### src/rtl/tpmpc_pkg.sv
// Purpose: shared constants of the three-phase motor pwm control block
// Assumes: one 25 MHz clock
// Notes:   buffer width and divider width fixed
package tpmpc_pkg;
   localparam int          DIV_W        = 5;
   localparam int          BUF_W        = 6;
   localparam int          PHASES       = 6;
   localparam logic [4:0]  DIV_RESET    = 5'h00;
   localparam logic [5:0]  BUF_RESET    = 6'h00;
   localparam logic [5:0]  PIN_OFF_ALL  = 6'h3f;
   localparam logic [4:0]  DIV_ONE      = 5'h01;
   typedef enum logic [1:0] {
      TPMPC_IDLE    = 2'b00,
      TPMPC_FIRST   = 2'b01,
      TPMPC_REPEAT  = 2'b11
   } tpmpc_state_type;
endpackage

### src/rtl/tpmpc_core.sv
// Purpose: control and protection of a three-phase motor pwm unit
// Assumes: underflow and trigger inputs are one-cycle pulses on clock
// Notes:   dead time timer itself lives outside; this block gates it
// How it works
// software loads divider before enabling interrupts
// mode 0 counter steps every underflow
// software starts phase-one timer before underflow
// first interrupt after n-1, then every n
// activate bit starts dead time, phases, divider
// active and flag low forces six pins off
// shutdown fall, reset, write 0 clear flag
// shutdown low blocks writes of one
// conduction disable plus fault clears flag
// triangular mode transfers buffer once per write
// sawtooth needs mode 0 and self reload
// each pin disabled by its own select
// clearing condition beats software write of one
`timescale 1ns/100ps
module tpmpc_core (
   // clock and reset
   input  wire logic                         clock,
   input  wire logic                         rst_n,
   // configuration
   input  wire logic                         underflowInterruptGate,
   input  wire logic                         countGateSelect,
   input  wire logic                         motorCtrlActivate,
   input  wire logic                         simultaneousConductionDisable,
   input  wire logic                         modulationSelect,
   input  wire logic                         phaseModeSelect,
   input  wire logic [tpmpc_pkg::PHASES-1:0] pinDisableSelect,
   input  wire logic [tpmpc_pkg::DIV_W-1:0]  underflowInterruptDivider,
   // output enable flag access
   input  wire logic                         oeFlagWrite,
   input  wire logic                         oeFlagWriteData,
   // events
   input  wire logic                         carrierUnderflow,
   input  wire logic                         conductionFaultFlag,
   input  wire logic                         forcedShutdownInput,
   input  wire logic                         transferTrigger,
   // phase buffer
   input  wire logic                         bufWrite,
   input  wire logic [tpmpc_pkg::BUF_W-1:0]  bufWriteData,
   input  wire logic [tpmpc_pkg::PHASES-1:0] phaseDriveIn,
   // outputs
   output logic                              outputEnableFlag,
   output logic                              underflowInterrupt,
   output logic                              deadTimeEnable,
   output logic [tpmpc_pkg::DIV_W-1:0]       dividerCount,
   output logic [tpmpc_pkg::BUF_W-1:0]       phaseBufferSecond,
   output logic [tpmpc_pkg::PHASES-1:0]      phaseOut,
   output logic [tpmpc_pkg::PHASES-1:0]      phaseOutEn_n
);
   import tpmpc_pkg::*;

   // ==========================================================
   // output enable flag
   logic sdPrev_ff;
   logic oeFlag_ff;
   logic nxt_oeFlag;
   logic clearCond;
   always_comb begin
      // shutdown falling edge, shutdown low, or fault gate
      clearCond  = (sdPrev_ff && !forcedShutdownInput) || !forcedShutdownInput
                   || (simultaneousConductionDisable && conductionFaultFlag);
      nxt_oeFlag = oeFlag_ff;
      if (oeFlagWrite) begin
         nxt_oeFlag = oeFlagWriteData;
      end
      if (clearCond) begin
         nxt_oeFlag = 1'b0; // clearing wins over a write of one
      end
   end
   always_ff @(posedge clock or negedge rst_n) begin
      if (!rst_n) begin
         sdPrev_ff <= 1'b1;
         oeFlag_ff <= 1'b0;
      end else begin
         sdPrev_ff <= forcedShutdownInput;
         oeFlag_ff <= nxt_oeFlag;
      end
   end
   assign outputEnableFlag = oeFlag_ff;

   // ==========================================================
   // underflow interrupt divider
   tpmpc_state_type  state_ff;
   tpmpc_state_type  nxt_state;
   logic [DIV_W-1:0] cnt_ff;
   logic [DIV_W-1:0] nxt_cnt;
   logic [DIV_W-1:0] div_ff;
   logic [DIV_W-1:0] nxt_div;
   logic             irq_ff;
   logic             nxt_irq;
   logic [DIV_W-1:0] target;
   always_comb begin
      nxt_state = state_ff;
      nxt_cnt   = cnt_ff;
      nxt_div   = div_ff;
      nxt_irq   = 1'b0;
      target    = (state_ff == TPMPC_FIRST) ? div_ff - DIV_ONE : div_ff;
      if (!motorCtrlActivate) begin
         nxt_state = TPMPC_IDLE; // divider runs only when active
         nxt_cnt   = DIV_RESET;
      end else begin
         unique case (state_ff)
            TPMPC_IDLE: begin
               // divider value latched at start; software loads it first
               nxt_div   = underflowInterruptDivider;
               nxt_cnt   = DIV_RESET;
               nxt_state = TPMPC_FIRST;
            end
            TPMPC_FIRST, TPMPC_REPEAT: begin
               // mode 0 ignores gate bits when counting
               if (carrierUnderflow && (!phaseModeSelect || countGateSelect
                                        || underflowInterruptGate || 1'b1)) begin
                  nxt_cnt = cnt_ff + DIV_ONE;
                  if (cnt_ff + DIV_ONE >= target) begin
                     // first after n-1 underflows, then every n
                     nxt_irq   = underflowInterruptGate;
                     nxt_cnt   = DIV_RESET;
                     nxt_state = TPMPC_REPEAT;
                     nxt_div   = underflowInterruptDivider;
                  end
               end
            end
            default: nxt_state = TPMPC_IDLE;
         endcase
      end
   end
   always_ff @(posedge clock or negedge rst_n) begin
      if (!rst_n) begin
         state_ff <= TPMPC_IDLE;
         cnt_ff   <= DIV_RESET;
         div_ff   <= DIV_RESET;
         irq_ff   <= 1'b0;
      end else begin
         state_ff <= nxt_state;
         cnt_ff   <= nxt_cnt;
         div_ff   <= nxt_div;
         irq_ff   <= nxt_irq;
      end
   end
   assign underflowInterrupt = irq_ff;
   assign dividerCount       = cnt_ff;

   // ==========================================================
   // phase outputs
   logic                dte_ff;
   logic [PHASES-1:0]   out_ff;
   logic [PHASES-1:0]   en_n_ff;
   logic [PHASES-1:0]   nxt_out;
   logic [PHASES-1:0]   nxt_en_n;
   genvar g;
   generate
      for (g = 0; g < PHASES; g++) begin : gen_phase
         always_comb begin
            nxt_out[g]  = phaseDriveIn[g];
            // high impedance when flag low or pin disabled
            nxt_en_n[g] = !(motorCtrlActivate && oeFlag_ff && !pinDisableSelect[g]);
         end
      end
   endgenerate
   always_ff @(posedge clock or negedge rst_n) begin
      if (!rst_n) begin
         dte_ff  <= 1'b0;
         out_ff  <= BUF_RESET;
         en_n_ff <= PIN_OFF_ALL;
      end else begin
         dte_ff  <= motorCtrlActivate;
         out_ff  <= nxt_out;
         en_n_ff <= nxt_en_n;
      end
   end
   assign deadTimeEnable = dte_ff;
   assign phaseOut       = out_ff;
   assign phaseOutEn_n   = en_n_ff;

   tpmpc_buffer u_buffer (
      .clock             (clock),
      .rst_n             (rst_n),
      .modulationSelect  (modulationSelect),
      .bufWrite          (bufWrite),
      .bufWriteData      (bufWriteData),
      .transferTrigger   (transferTrigger),
      .phaseBufferSecond (phaseBufferSecond)
   );

   // ==========================================================
   // checks
   chk_flag_shutdown: assert property (@(posedge clock) disable iff (!rst_n)
      !forcedShutdownInput |=> !oeFlag_ff)
      else $error("flag set while shutdown low");
   chk_flag_fault: assert property (@(posedge clock) disable iff (!rst_n)
      (simultaneousConductionDisable && conductionFaultFlag) |=> !oeFlag_ff)
      else $error("flag not cleared on fault");
   chk_write_zero: assert property (@(posedge clock) disable iff (!rst_n)
      (oeFlagWrite && !oeFlagWriteData) |=> !oeFlag_ff)
      else $error("flag not cleared by write");
   chk_write_one: assert property (@(posedge clock) disable iff (!rst_n)
      (oeFlagWrite && oeFlagWriteData && !clearCond) |=> oeFlag_ff)
      else $error("flag write one lost");
   chk_pins_off: assert property (@(posedge clock) disable iff (!rst_n)
      (motorCtrlActivate && !oeFlag_ff) |=> (phaseOutEn_n == PIN_OFF_ALL))
      else $error("pins driven with flag low");
   // every selected pin, not just one, must be released
   chk_pin_disable: assert property (@(posedge clock) disable iff (!rst_n)
      (|pinDisableSelect) |=>
      ((phaseOutEn_n & $past(pinDisableSelect)) == $past(pinDisableSelect)))
      else $error("disabled pin driven");
   // wrap steps excluded: there the count restarts instead
   chk_count_step: assert property (@(posedge clock) disable iff (!rst_n)
      (state_ff != TPMPC_IDLE && motorCtrlActivate && carrierUnderflow
       && (cnt_ff + DIV_ONE < target)) |=> (cnt_ff == $past(cnt_ff) + DIV_ONE))
      else $error("counter missed underflow");
   chk_count_hold: assert property (@(posedge clock) disable iff (!rst_n)
      (state_ff != TPMPC_IDLE && motorCtrlActivate && !carrierUnderflow)
      |=> $stable(cnt_ff))
      else $error("counter moved without underflow");
   chk_dead_time: assert property (@(posedge clock) disable iff (!rst_n)
      motorCtrlActivate |=> deadTimeEnable)
      else $error("dead time not started");
   chk_irq_gate: assert property (@(posedge clock) disable iff (!rst_n)
      underflowInterrupt |-> $past(underflowInterruptGate) && $past(carrierUnderflow))
      else $error("interrupt without gated underflow");
endmodule

### src/rtl/tpmpc_buffer.sv
// Purpose: two-stage phase buffer, first loaded by software, second by trigger
// Assumes: transfer trigger is a one-cycle pulse
// Notes:   read data come out of a register
`timescale 1ns/100ps
module tpmpc_buffer (
   // clock and reset
   input  wire logic                        clock,
   input  wire logic                        rst_n,
   // control
   input  wire logic                        modulationSelect,
   input  wire logic                        bufWrite,
   input  wire logic [tpmpc_pkg::BUF_W-1:0] bufWriteData,
   input  wire logic                        transferTrigger,
   // data
   output logic      [tpmpc_pkg::BUF_W-1:0] phaseBufferSecond
);
   import tpmpc_pkg::*;
   logic [BUF_W-1:0] firstBuf_ff;
   logic [BUF_W-1:0] nxt_firstBuf;
   logic [BUF_W-1:0] secondBuf_ff;
   logic [BUF_W-1:0] nxt_secondBuf;
   logic             pending_ff;
   logic             nxt_pending;
   // ==========================================================
   // transfer logic
   always_comb begin
      nxt_firstBuf  = firstBuf_ff;
      nxt_secondBuf = secondBuf_ff;
      nxt_pending   = pending_ff;
      if (bufWrite) begin
         nxt_firstBuf = bufWriteData;
      end
      if (transferTrigger && (modulationSelect || pending_ff)) begin
         // triangular: one transfer per write; sawtooth: every trigger
         nxt_secondBuf = firstBuf_ff;
         nxt_pending   = 1'b0;
      end
      if (bufWrite) begin
         nxt_pending = 1'b1;
      end
   end
   always_ff @(posedge clock or negedge rst_n) begin
      if (!rst_n) begin
         firstBuf_ff  <= BUF_RESET;
         secondBuf_ff <= BUF_RESET;
         pending_ff   <= 1'b0;
      end else begin
         firstBuf_ff  <= nxt_firstBuf;
         secondBuf_ff <= nxt_secondBuf;
         pending_ff   <= nxt_pending;
      end
   end
   assign phaseBufferSecond = secondBuf_ff;
   chk_single_transfer: assert property (@(posedge clock) disable iff (!rst_n)
      (!modulationSelect && transferTrigger && !pending_ff) |=> $stable(secondBuf_ff))
      else $error("triangular transfer without pending write");
endmodule

### config.mk
export PLATFORM = sky130hd
export DESIGN_NAME = tpmpc_core
export DESIGN_NICKNAME = d
export VERILOG_FILES = /design/src/rtl/tpmpc_pkg.sv /design/src/rtl/tpmpc_core.sv /design/src/rtl/tpmpc_buffer.sv
export SDC_FILE = /design/constraint.sdc
export NUM_CORES = 1
export LEC_CHECK = 0
export BUFFER_PORTS_ARGS = -buffer_cell sky130_fd_sc_hd__clkbuf_2
export CAP_MARGIN = 5
export CORE_MARGIN = 2
export CORE_UTILIZATION = 30
export CTS_CLUSTER_SIZE = 30
export DETAILED_ROUTE_END_ITERATION = 10
export GPL_TIMING_DRIVEN = 0
export SYNTH_ARGS = -nofsm -noshare
export SYNTH_HDL_FRONTEND = slang
export SYNTH_HIERARCHICAL = 1
export SYNTH_SLANG_ARGS = --single-unit
### constraint.sdc
create_clock -name clock -period 2.4 [get_ports clock]
set_input_delay 0.48 -clock clock [delete_from_list [all_inputs] [get_ports clock]]
set_output_delay 0.48 -clock clock [all_outputs]
set_load 0.05 [all_outputs]
==> run metrics <==
status completed; Worst Path Required 2.58 ns; Cell Int Power 0.001282 W; period utilization 96.89%; core area 5507 um^2; top_reg_cell synth dfrtp_1; Yosys reg bits 40; final setup fails 0; Comb pwr share 26.6%; drt total wl 3.286 mm; Leak 1.103 nW; Place WS 0.01097 ns; clk_lat worst skew 0.29 ns; Max-Cap Viols 0; clock buffer depth 2; clk_skew 0.005133 ns; share of the synthesized area in the top cell type 49.64%; first-pass GRT wire length 5.589 mm; Routed WL per cell 12.04 um; leading cell type by number of instances after synthesis dfrtp_1; Mean Syn Cell Area 13.09 um^2; sequential area share after synthesis 58.83%; Synth Cell Area 1714 um^2; Nets 245; Hold Path Class input pin to flop; Fmax 0.4300 GHz; CTS tree built; Slew headroom 34.94%; crit path capture type flop; Sw Share 31.04%; min Tclk post-route 2.325 ns; Final WS setup 0.07461 ns; Peak VDD IR 249.6 uV; RSZ-0062 raised after global routing true; Synth cell types 31; dpl hpwl 2.498 mm; Die Area 6335 um^2; worst setup path category flop to flop; I/O pin count 64; Syn Nets 176; PortBufs 60; main combinational cell family by area after synthesis multiplexers; Worst Path Arrival 2.51 ns; max-slew violations 0; Fin. Hold Viols 0; initial antenna violation count 0; clk sinks 40; total global routing track utilization 11.59%; Synth Area in Compound Gates 7.591%; Tightest Pin Transition 0.9760 ns; die extent in x 79.59 um; CTS Buf Count 5; Pwr per Cell Area 826.9 nW/um^2; GRT overflow 0; synth cell count leaders dfrtp_1, nand2_1, mux2_2; diodes inserted 0; detailed-route DRC error count 0; P&R area growth vs syn 31.17%; routed vias/inst 4.341; Post-Synth Adder-Cell Area 5.109%; total power 0.001859 W; DR pass1 iterations 4; FILL cells 536; Finished Layout Cells 273; vias in the first global route 1188; post-synthesis simple-gate area fraction 11.17%; synthesized instance count 131; Root Buffer Master clkbuf_8; via count 1185; sw power 0.0005772 W; clock share of power 30.1%; share of layout cells above drive strength 1 54.73%; pin count of the biggest net entering global routing 41; fin util 40.83%; XOR/XNOR Fraction of Synth Area 3.066%; Clk pin slew, worst setup/hold paths 0.08 ns; cts hold-fix bufs 0; htree depth 2; dpl cells 263; cell taking the most area after synthesis dfrtp_1; Initial Util 31.13%; gpl congestion 0.6749; mux cell area share after synthesis 12.85%; number of synthesized flops with an enable pin 0; die height 79.59 um; Starting DRT DRC Count 27; Ys Warns 6; post-route ant nets 0; Worst setup SP type flop; Post-synth ARST share 100.0%; row count 27; Seq pwr share 43.4%; Synth area leaders dfrtp_1, dfstp_2, mux2_2, ha_1, mux2_4; Worst Path Max Fanout 5
## power groups by stage
stage / sequential, W / clock [W] / combinational, W
after global placement: 0.000822 / 0 / 0.000459
after detailed placement: 0.000825 / 0 / 0.000467
after global routing: 0.000818 / 0.000616 / 0.000539
after CTS: 0.000807 / 0.000582 / 0.000485
final: 0.000806 / 0.000560 / 0.000494
after floorplan: 0.000920 / 0 / 0.000246
## through the flow
stage,setup TNS [ns],hold slack (ns),instance area [um^2]
2_1_floorplan,0,0.1844,1717
3_3_place_gp,0,0.4815,2107
3_5_place_dp,0,0.4918,2107
4_1_cts,0,0.2751,2230
5_1_grt,-0.2537,0.2700,2248
6_report,0,0.2872,2248
## critical path, stage by stage, from the launching register on
cell      delay (ns)
dfrtp_1         0.39
inv_1           0.06
ha_1            0.14
nand3b_1        0.12
xor2_1          0.18
ha_1            0.30
a21o_1          0.17
a31oi_2         0.18
o21ai_2         0.11
o211a_4         0.28
mux2_4          0.30
## cell type report
cell class / count / area [um^2] / share of cell area (%)
Multi-Input combinational cell: 85 / 693.2 / 30.83
Inverter: 5 / 18.77 / 0.8347
Timing Repair Buffer: 62 / 315.3 / 14.02
Clock inverter: 3 / 46.29 / 2.059
Sequential cell: 40 / 1011 / 44.96
Clock buffer: 5 / 68.82 / 3.061
Tap cell: 72 / 90.09 / 4.007
Buffer: 1 / 5.005 / 0.2226
## worst paths after layout
check	startpoint	end	slack, ns	depth (start not counted)
worst min-delay path	phaseDriveIn[4]	phaseOut[4]	0.29	1
min in group asynchronous	rst_n	dividerCount[2]	0.34	1
worst min register to register	u_buffer/firstBuf_ff[1]	u_buffer/firstBuf_ff[1]	0.51	1
max in group asynchronous	rst_n	dividerCount[1]	1.41	1
worst max-delay path	div_ff[0]	div_ff[1]	0.07	10
worst max register to register	div_ff[0]	div_ff[1]	0.07	10
## cells in the final DEF, fill, tap and decap left out, types with 2 or more instances in the layout
| cell type | Yosys | final |
|---|---|---|
| inv_1 | 5 | 5 |
| a21o_1 | 2 | 2 |
| nand3_1 | 3 | 3 |
| or2_2 | 6 | 6 |
| mux2_4 | 5 | 5 |
| nor2_1 | 4 | 4 |
| dfstp_2 | 6 | 6 |
| nand2b_1 | 6 | 6 |
| nand2_1 | 14 | 14 |
| clkbuf_2 | 0 | 60 |
| buf_4 | 0 | 2 |
| xnor2_1 | 5 | 5 |
| mux2_2 | 12 | 12 |
| dfrtp_2 | 0 | 2 |
| o21ai_0 | 3 | 3 |
| a21oi_1 | 3 | 3 |
| dfrtp_1 | 34 | 32 |
| clkbuf_8 | 0 | 5 |
| ha_1 | 7 | 7 |
## cells by family (layout without fill, tap and decap cells)
logic type / Yosys count / count (layout)
buffers and inverters: 6 / 76
flip-flops: 40 / 40
AO/OA/AOI/OAI: 16 / 16
multiplexers: 18 / 18
AND/OR/NAND/NOR: 38 / 38
XOR/XNOR: 6 / 6
adder cells (fa/ha/maj): 7 / 7
## sequential cells by signal (all words and copies together), names as in the netlist
| signal | count |
|---|---|
| deadTimeEnable | 1 |
| div_ff | 5 |
| dividerCount | 5 |
| outputEnableFlag | 1 |
| phaseOut | 6 |
| phaseOutEn_n | 6 |
| state_ff | 2 |
| u_buffer/firstBuf_ff | 6 |
| u_buffer/pending_ff | 1 |
| u_buffer/phaseBufferSecond | 6 |
| underflowInterrupt | 1 |
## timing repair
item | CTS | global route
setup buffers | 1 | 1
resized for setup | 0 | 2
setup endpoints to repair | 3 | 5
## per-layer routing
layer	global-route usage, %	vias up	routed length (um)
met5	0	-	0
met4	5.690	0	46
met3	3.507	4	225
met2	17.14	44	1479
met1	15.35	555	1535
li1	-	582	-
Power figures use the tool's default switching activity.
